===== src/pkg/iet_pkg.sv =====
// Constants for the cascaded interrupt trigger-mode block
package iet_pkg;
  localparam logic [15:0] TRIG_LOW_ADDR   = 16'h04d0;
  localparam logic [15:0] TRIG_HIGH_ADDR  = 16'h04d1;
  localparam logic [15:0] MASTER_CMD_ADDR = 16'h0020;
  localparam logic [15:0] SLAVE_CMD_ADDR  = 16'h00a0;
  localparam int          INIT_SEL_BIT    = 4;
  localparam int          INIT_LEVEL_BIT  = 3;
  localparam logic [7:0]  TRIG_LOW_MASK   = 8'hf8;
  localparam logic [7:0]  TRIG_HIGH_MASK  = 8'hde;
  localparam logic [7:0]  TRIG_RESET      = 8'h00;
  localparam logic [3:0]  CASCADE_LINE    = 4'h2;
endpackage : iet_pkg


===== src/design/iet_line.sv =====
// One request line: pin synchroniser, filter, edge latch and mode select
module iet_line (
  input  wire logic ref_clk_i,  // Block clock
  input  wire logic sys_rst_i,  // Sync reset, high
  input  wire logic ce_i,       // Clock enable
  input  wire logic pin_i,      // Raw request pin
  input  wire logic level_i,    // 1 level mode, 0 edge mode
  input  wire logic clr_i,      // Clear edge latch
  output logic      req_o,      // Request presented
  output logic      filt_o      // Filtered pin level
);
  logic [2:0] sync;
  logic       filt;
  logic       latch;
  logic [2:0] next_sync;
  logic       next_filt;
  logic       next_latch;

  always_comb begin
    next_sync  = {sync[1:0], pin_i};
    next_filt  = filt;
    // Change accepted once second and third stages agree
    if (sync[1] == sync[2]) begin
      next_filt = sync[2];
    end
    // rising edge latch in edge mode only, set beats clear
    // Level mode keeps it empty so a later switch to edge raises no stale request
    next_latch = ~level_i & ((next_filt & ~filt) | (latch & ~clr_i));
  end

  always_ff @(posedge ref_clk_i) begin
    if (sys_rst_i) begin
      sync  <= 3'h0;
      filt  <= 1'b0;
      latch <= 1'b0;
    end else if (ce_i) begin
      sync  <= next_sync;
      filt  <= next_filt;
      latch <= next_latch;
    end
  end

  // level follows pin, edge holds latch
  assign req_o  = level_i ? filt : latch;
  assign filt_o = filt;

  property p_edge_hold;
    @(posedge ref_clk_i) disable iff (sys_rst_i)
      (ce_i && !level_i && latch && !clr_i) |=> latch;
  endproperty
  a_edge_hold: assert property (p_edge_hold) else $error("edge latch lost");

  property p_edge_set;
    @(posedge ref_clk_i) disable iff (sys_rst_i)
      (ce_i && !level_i && !filt && sync[1] && sync[2]) |=> latch;
  endproperty
  a_edge_set: assert property (p_edge_set) else $error("rising edge not latched");
endmodule : iet_line


===== src/design/iet_top.sv =====
// Cascaded interrupt controller pair with per-line edge/level trigger control
module iet_top (
  input  wire logic        ref_clk_i,           // 250 MHz clock
  input  wire logic        sys_rst_i,           // Sync reset, high
  input  wire logic        ce_i,                // Clock enable
  input  wire logic [15:0] io_addr_i,           // I/O port address
  input  wire logic        io_wr_i,             // I/O write strobe
  input  wire logic        io_rd_i,             // I/O read strobe
  input  wire logic [7:0]  io_wdata_i,          // I/O write data
  output logic      [7:0]  io_rdata_o,          // I/O read data
  input  wire logic        timer0_i,            // Timer 0 request
  input  wire logic        kbd_i,               // Keyboard request
  input  wire logic        rtc_alarm_i,         // Clock alarm request
  input  wire logic        copro_i,             // Coprocessor request
  input  wire logic [10:0] ext_irq_i,           // IRQ3-7, 9-12, 14, 15
  input  wire logic        parity_err_i,        // System parity error
  input  wire logic        bus_channel_check_i, // Bus channel check
  input  wire logic        int_ack_i,           // Interrupt acknowledge pulse
  output logic             cpu_int_o,           // Maskable interrupt to CPU
  output logic      [3:0]  int_num_o,           // Acknowledged line number
  output logic             nmi_o                // Non-maskable interrupt
);
  logic [7:0]  trig_low;
  logic [7:0]  trig_high;
  logic        lvl_master;
  logic        lvl_slave;
  logic [15:0] pin_vec;
  logic [15:0] mode;
  logic [15:0] line_req;
  logic [15:0] line_clr;
  logic [15:0] line_filt;
  logic [7:0]  master_req;
  logic [7:0]  next_trig_low;
  logic [7:0]  next_trig_high;
  logic        next_lvl_master;
  logic        next_lvl_slave;
  logic [7:0]  next_rdata;
  logic        next_cpu_int;
  logic [3:0]  next_int_num;
  logic [15:0] next_clr;
  logic        next_nmi;
  logic [3:0]  ack_line;
  logic        wr_low;
  logic        wr_high;
  logic        wr_init_m;
  logic        wr_init_s;
  logic [2:0]  par_sync;
  logic [2:0]  chk_sync;
  logic        par_filt;
  logic        chk_filt;
  logic        line_filt_nmi;
  logic [2:0]  next_par_sync;
  logic [2:0]  next_chk_sync;
  logic        next_par_filt;
  logic        next_chk_filt;

  // Lowest set bit of eight wins, as in fixed priority mode
  function automatic logic [2:0] pick(input logic [7:0] v);
    logic [2:0] r;
    r = 3'h0;
    for (int i = 7; i >= 0; i--) begin
      if (v[i]) begin
        r = 3'(i);
      end
    end
    return r;
  endfunction : pick

  // fixed source wiring, line 2 carries no pin
  always_comb begin
    pin_vec     = 16'h0000;
    pin_vec[0]  = timer0_i;
    pin_vec[1]  = kbd_i;
    pin_vec[7:3] = ext_irq_i[4:0];
    pin_vec[8]  = rtc_alarm_i;
    pin_vec[12:9] = ext_irq_i[8:5];
    pin_vec[13] = copro_i;
    pin_vec[15:14] = ext_irq_i[10:9];
  end

  always_comb begin
    mode = {trig_high, trig_low};
    // cascade, timer, keyboard and clock alarm lines stay edge unless overridden
    mode[2] = 1'b0;
    mode[8] = 1'b0;
    mode[1:0] = 2'b00;
    if (lvl_master) begin
      mode[7:0] = 8'hff;
    end
    if (lvl_slave) begin
      mode[15:8] = 8'hff;
    end
  end

  // sixteen lines, level mode lets shared lines work
  for (genvar g = 0; g < 16; g++) begin : g_line
    iet_line u_line (
      .ref_clk_i (ref_clk_i),
      .sys_rst_i (sys_rst_i),
      .ce_i      (ce_i),
      .pin_i     (pin_vec[g]),
      .level_i   (mode[g]),
      .clr_i     (line_clr[g]),
      .req_o     (line_req[g]),
      .filt_o    (line_filt[g])
    );
  end

  // slave output feeds master input 2
  always_comb begin
    master_req    = line_req[7:0];
    master_req[2] = |line_req[15:8];
  end

  assign wr_low    = io_wr_i && (io_addr_i == iet_pkg::TRIG_LOW_ADDR);
  assign wr_high   = io_wr_i && (io_addr_i == iet_pkg::TRIG_HIGH_ADDR);
  assign wr_init_m = io_wr_i && (io_addr_i == iet_pkg::MASTER_CMD_ADDR)
                     && io_wdata_i[iet_pkg::INIT_SEL_BIT];
  assign wr_init_s = io_wr_i && (io_addr_i == iet_pkg::SLAVE_CMD_ADDR)
                     && io_wdata_i[iet_pkg::INIT_SEL_BIT];

  // Register file
  always_comb begin
    next_trig_low   = trig_low;
    next_trig_high  = trig_high;
    next_lvl_master = lvl_master;
    next_lvl_slave  = lvl_slave;
    if (wr_low) begin
      next_trig_low = io_wdata_i & iet_pkg::TRIG_LOW_MASK;
    end
    // clock alarm and coprocessor bits kept zero
    if (wr_high) begin
      next_trig_high = io_wdata_i & iet_pkg::TRIG_HIGH_MASK;
    end
    if (wr_init_m) begin
      next_lvl_master = io_wdata_i[iet_pkg::INIT_LEVEL_BIT];
    end
    if (wr_init_s) begin
      next_lvl_slave = io_wdata_i[iet_pkg::INIT_LEVEL_BIT];
    end
    next_rdata = io_rdata_o;
    // Command ports read back pending requests
    if (io_rd_i) begin
      case (io_addr_i)
        iet_pkg::TRIG_LOW_ADDR:   next_rdata = trig_low;
        iet_pkg::TRIG_HIGH_ADDR:  next_rdata = trig_high;
        iet_pkg::MASTER_CMD_ADDR: next_rdata = master_req;
        iet_pkg::SLAVE_CMD_ADDR:  next_rdata = line_req[15:8];
        default:                  next_rdata = 8'h00;
      endcase
    end
  end

  always_ff @(posedge ref_clk_i) begin
    if (sys_rst_i) begin
      trig_low   <= iet_pkg::TRIG_RESET;
      trig_high  <= iet_pkg::TRIG_RESET;
      lvl_master <= 1'b0;
      lvl_slave  <= 1'b0;
      io_rdata_o <= 8'h00;
    end else if (ce_i) begin
      trig_low   <= next_trig_low;
      trig_high  <= next_trig_high;
      lvl_master <= next_lvl_master;
      lvl_slave  <= next_lvl_slave;
      io_rdata_o <= next_rdata;
    end
  end

  // Acknowledge resolves master first, then slave through the cascade input
  always_comb begin
    ack_line = {1'b0, pick(master_req)};
    if (ack_line == iet_pkg::CASCADE_LINE) begin
      ack_line = {1'b1, pick(line_req[15:8])};
    end
    next_cpu_int = |master_req;
    next_int_num = int_num_o;
    next_clr     = 16'h0000;
    if (int_ack_i && (|master_req)) begin
      next_int_num = ack_line;
      next_clr[ack_line] = 1'b1;
    end
    // parity and channel check go to NMI only
    next_nmi = line_filt_nmi;
  end

  always_comb begin
    next_par_sync = {par_sync[1:0], parity_err_i};
    next_chk_sync = {chk_sync[1:0], bus_channel_check_i};
    next_par_filt = (par_sync[1] == par_sync[2]) ? par_sync[2] : par_filt;
    next_chk_filt = (chk_sync[1] == chk_sync[2]) ? chk_sync[2] : chk_filt;
  end

  assign line_filt_nmi = par_filt | chk_filt;

  always_ff @(posedge ref_clk_i) begin
    if (sys_rst_i) begin
      par_sync  <= 3'h0;
      chk_sync  <= 3'h0;
      par_filt  <= 1'b0;
      chk_filt  <= 1'b0;
      cpu_int_o <= 1'b0;
      int_num_o <= 4'h0;
      line_clr  <= 16'h0000;
      nmi_o     <= 1'b0;
    end else if (ce_i) begin
      par_sync  <= next_par_sync;
      chk_sync  <= next_chk_sync;
      par_filt  <= next_par_filt;
      chk_filt  <= next_chk_filt;
      cpu_int_o <= next_cpu_int;
      int_num_o <= next_int_num;
      line_clr  <= next_clr;
      nmi_o     <= next_nmi;
    end
  end

  property p_low_map;
    @(posedge ref_clk_i) disable iff (sys_rst_i)
      !lvl_master |-> (mode[6:3] == trig_low[6:3]);
  endproperty
  a_low_map: assert property (p_low_map) else $error("low bits not mapped");

  property p_init_level;
    @(posedge ref_clk_i) disable iff (sys_rst_i)
      (ce_i && wr_init_s && io_wdata_i[iet_pkg::INIT_LEVEL_BIT]) |=> (mode[15:8] == 8'hff);
  endproperty
  a_init_level: assert property (p_init_level) else $error("init word no override");

  property p_low_rsvd;
    @(posedge ref_clk_i) disable iff (sys_rst_i)
      (ce_i && wr_low) |=> (trig_low[2:0] == 3'h0) && (trig_low[7] == $past(io_wdata_i[7]));
  endproperty
  a_low_rsvd: assert property (p_low_rsvd) else $error("low write wrong");

  property p_high_map;
    @(posedge ref_clk_i) disable iff (sys_rst_i)
      !lvl_slave |-> (mode[15:14] == trig_high[7:6]) && (mode[12:9] == trig_high[4:1]);
  endproperty
  a_high_map: assert property (p_high_map) else $error("high bits not mapped");

  property p_high_rsvd;
    @(posedge ref_clk_i) disable iff (sys_rst_i)
      (trig_high[5] == 1'b0) && (trig_high[0] == 1'b0);
  endproperty
  a_high_rsvd: assert property (p_high_rsvd) else $error("reserved high bit set");

  property p_cascade;
    @(posedge ref_clk_i) disable iff (sys_rst_i)
      (ce_i && (|line_req[15:8])) |=> cpu_int_o;
  endproperty
  a_cascade: assert property (p_cascade) else $error("slave not cascaded");

  property p_nmi;
    @(posedge ref_clk_i) disable iff (sys_rst_i)
      (ce_i && (par_filt || chk_filt)) |=> nmi_o;
  endproperty
  a_nmi: assert property (p_nmi) else $error("nmi not raised");

  property p_wiring;
    @(posedge ref_clk_i) disable iff (sys_rst_i)
      (pin_vec[8] == rtc_alarm_i) && (pin_vec[13] == copro_i) && (pin_vec[0] == timer0_i);
  endproperty
  a_wiring: assert property (p_wiring) else $error("fixed source miswired");

  property p_reset_edge;
    @(posedge ref_clk_i) sys_rst_i |=> (trig_low == 8'h00) && (trig_high == 8'h00);
  endproperty
  a_reset_edge: assert property (p_reset_edge) else $error("trigger regs not reset");
endmodule : iet_top


===== config.mk =====
export PLATFORM = sky130hd
export DESIGN_NAME = iet_top
export DESIGN_NICKNAME = d
export VERILOG_FILES = /design/src/pkg/iet_pkg.sv /design/src/design/iet_line.sv /design/src/design/iet_top.sv
export SDC_FILE = /design/constraint.sdc
export NUM_CORES = 1
export LEC_CHECK = 0
export ABC_AREA = 1
export BUFFER_PORTS_ARGS = -buffer_cell sky130_fd_sc_hd__buf_4
export CAP_MARGIN = 5
export CORE_AREA = 2 2 106 108
export CTS_CLUSTER_SIZE = 8
export DETAILED_ROUTE_END_ITERATION = 12
export DIE_AREA = 0 0 108 110
export PLACE_DENSITY_LB_ADDON = 0.3
export SYNTH_ARGS = -nofsm -noshare
export SYNTH_HDL_FRONTEND = slang
export SYNTH_SLANG_ARGS = --single-unit

===== constraint.sdc =====
create_clock -name ref_clk_i -period 1.77 [get_ports ref_clk_i]
set_input_delay 0.354 -clock ref_clk_i [delete_from_list [all_inputs] [get_ports ref_clk_i]]
set_output_delay 0.354 -clock ref_clk_i [all_outputs]
set_load 0.01 [all_outputs]

==> summary.txt <==
Min path
  • Hold crit path type: in -> reg

Worst setup path
  • Setup crit start kind: flip-flop
  • Crit path kind: reg -> reg
  • Most used cell, CP: nand2_1
  • CP max FO: 9
  • Setup crit end: line_clr[0]
  • Worst path cell trace: buf_12 > o21ai_1 > nand2_1 > nand2_1 > nor2_4 > nand2_2 > o21ai_4 > buf_4 > a31oi_4 > inv_2 > nand3_1 > a21oi_1
  • Worst reg-to-reg setup slack: -0.29 ns
  • Worst r2r src: lvl_slave
  • Largest incremental delay on the critical path: 0.45 ns
  • Worst endpoint required time: 2.23 ns
  • CP max-delay cell: dfxtp_4
  • RR Endpoint: line_clr[0]
  • CP startpoint: lvl_slave
  • Reg2Reg Depth: 12
  • Crit. End Element: flip-flop
  • WP data arrival: 2.52 ns

Final layout
  • # nets final: 976
  • Finished Layout Cells: 1082
  • Ant diodes: 0
  • Final Util: 72.2%
  • Multi-input gate area: 2920 um^2
  • Fillers: 887
  • FF+latch area: 2510 um^2
  • Layout area overhead: 39.2%
  • Ratio of cells with drive above 1 in the final layout: 28.9%
  • Design area: 7730 um^2

Drt
  • Final WL: 16200 um
  • Drt drc: 0
  • WL per Instance: 15.0 um
  • Final ANT Viol Nets: 0
  • First drt pass iteration count: 5
  • Vias: 5797
  • Avg Vias per Cell: 5.36
  • Initial DRC count: 366

Power and ir drop
  • Power Internal: 5430 uW
  • Peak VDD IR: 0.946 mV
  • Leakage power: 0.00324 uW
  • Combinational share of power: 13.7%
  • Sw power: 1890 uW
  • Switching Fraction: 25.8%
  • Pwr dens: 947 nW/um^2
  • Seq pwr share: 41.0%
  • Clock power frac: 45.3%
  • Pwr Total: 7310 uW

Clocking
  • Clock slew at the register clock pins of the worst setup and hold paths: 0.06 ns
  • Total CTS buffers: 17
  • Clk Latency, worst-skew pair: 0.54 ns
  • CTS root buffer: clkbuf_8
  • Clock Sinks: 125
  • Cts hold-fix bufs: 0
  • CTS tree: yes
  • Clock Path Buffers: 2
  • H-tree level count: 4

Global routing
  • GRT Util Overall: 28.3%
  • Gr ovfl total: 0
  • Initial antenna violation count: 0
  • Vias in the first global route: 5720
  • Pin count of the biggest net entering global routing: 82
  • First-pass GRT wire length: 26300 um

Synth
  • Gate Count Post-Synth: 781
  • YS warnings: 0
  • Synth top area cells: dfxtp_1 (45%), nand2_1 (11%), nor2_1 (8.4%)
  • Syn Area/Cell: 7.11 um^2
  • Number of flops mapped to enable cells by yosys: 0
  • Yosys top cell area share: 45.1%
  • Biggest area consumer among synthesized cells: dfxtp_1
  • Mapped Area: 5550 um^2
  • Sequential fraction of the synthesis area: 45.1%
  • Post-synth top flop: dfxtp_1
  • Yosys cell types: 34
  • Flops & latches, synth: 125
  • Async set-reset flop share out of synthesis: 0%
  • Syn Nets: 828

Timing
  • Clock skew: 0.00425 ns
  • RSZ-0062 raised after global routing: yes
  • Setup-failing EPs final: 20
  • Rel. slew slack: 71.8%
  • Fin Setup TNS: -4.56 ns
  • Worst-Margin Slew: 0.423 ns
  • Min Tclk post-route: 2.06 ns
  • Setup slack after layout: -0.289 ns
  • Max frequency: 486 MHz
  • Final Hold Vio Count: 0
  • Slew Viols, Final: 0
  • Period utilization: 116%

Place
  • RD Place Congestion: 0.956
  • # port buffers: 59
  • DP Wirelength: 11000 um
  • Post-Place Cell Area: 6740 um^2
  • Placed cell count: 1035

Die
  • Initial Util: 51.9%
  • Vert. Die Dim: 110 um
  • Die area: 11900 um^2
  • Die width: 108 um
  • # IOs: 61
  • Core ar.: 10700 um^2
  • # rows: 38

Flow run
  • MaxCap Viol Count: 0

Status
  • Status: complete, but fails checks
  • Violated checks: setup timing
==> layout make-up <==
cell class                 count  share of cell area [%]
multi-input combinational    554                    37.7
sequential                   125                    32.5
timing repair buffer         163                    16.9
clock buffer                  21                    5.81
inverter                      68                    3.30
tap                          140                    2.27
clock inverter                11                    1.52
==> worst min path at each step <==
stage	startpoint	end	slack, ns	cells after the start
after floorplan	line_clr[10]	line_clr[10]	0.44	2
after global routing	parity_err_i	par_sync[0]	0.04	3
final	ext_irq_i[8]	g_line[12].u_line.sync[0]	0.04	3
after global placement	g_line[1].u_line.latch	g_line[1].u_line.latch	0.45	2
after detailed placement	g_line[1].u_line.latch	g_line[1].u_line.latch	0.46	2
after CTS	rtc_alarm_i	g_line[8].u_line.sync[0]	0.03	3
==> cell usage after synthesis (2+ instances only) <==
cell type,count
a221oi_1,15
nor2_1,124
o221ai_1,3
o21ai_1,5
nor3_1,4
o21ai_0,74
nand4_1,2
nand3_2,2
inv_1,61
nand2_2,2
a21oi_1,78
nand3_1,39
dfxtp_1,125
a211oi_1,21
nand2_1,157
nor4_1,2
o21ai_2,3
clkbuf_1,26
o22ai_1,9
nor2_2,4
inv_2,6
buf_1,6
nor2_4,2
==> cell families (layout without fill, tap and decap cells) <==
logic type | after synthesis | count (layout) | share of synthesized area (%)
simple gates | 342 | 342 | 25.4
buf+inv | 102 | 263 | 7.05
flops | 125 | 125 | 45.1
compound gates | 212 | 212 | 22.5
==> critical path: cells and delay by family (launching register included) <==
| family | cells | cell delay (ns) |
|---|---|---|
| AOI/OAI and AO/OA | 4 | 0.43 |
| and+or+nand+nor | 5 | 0.60 |
| buffers and inverters | 3 | 0.50 |
| DFF | 1 | 0.45 |
==> metal layers <==
layer | wire [um] | global-route usage (%) | part of all wire, %
met3 | 887 | 5.82 | 5.5
met4 | 510 | 12.8 | 3.1
met1 | 7070 | 34.6 | 44
met5 | 0 | 0 | 0
met2 | 7760 | 48.4 | 48
==> cells in the final DEF, fill, tap and decap left out, types with 3 or more instances in the layout <==
cell,count
buf_4,151
nand2_1,140
dfxtp_1,123
nor2_1,106
a21oi_1,76
o21ai_0,65
inv_1,59
nand3_1,35
a211oi_1,21
nand2_2,17
clkbuf_16,16
a221oi_1,15
nor2_4,14
nor2_2,10
inv_2,9
o22ai_1,9
buf_6,8
o21ai_1,7
o21ai_2,7
nand3_2,5
clkinv_2,5
nor3_1,4
buf_12,4
o21ai_4,3
nand2_4,3
clkbuf_8,3
==> stage by stage <==
step	hold WS [ns]	setup WS (ns)
floorplan	0.442	0.00192
global placement	0.451	-0.265
detailed placement	0.457	-0.380
CTS	0.0251	-0.192
global route	0.0380	-0.412
finish	0.0386	-0.289
==> registers in the layout, indices dropped and copies added (netlist names) <==
name and cells:
trig_low 5, chk_filt 1, lvl_master 1, trig_high 6, g_line.u_line.sync 45, io_rdata_o 8, par_filt 1, line_clr 15
par_sync 3, int_num_o 4, nmi_o 1, cpu_int_o 1, chk_sync 3, lvl_slave 1, g_line.u_line.latch 15, g_line.u_line.filt_o 15
==> power groups by stage <==
stage                     combinational (uW)  clock [uW]  sequential [uW]
after global placement                   850           0             3050
after floorplan                          491           0             3040
after detailed placement                 870           0             3060
after global routing                    1100        3470             3010
after CTS                                922        3350             3000
final                                   1000        3310             3000
==> what timing repair did <==
action | 4_1_cts | 5_1_grt
resized for setup | 48 | 48
pin swaps | 7 | 12
buffers inserted | 7 | 8
setup endpoints to repair | 21 | 20
No activity file was read; power rests on OpenSTA's default activity.
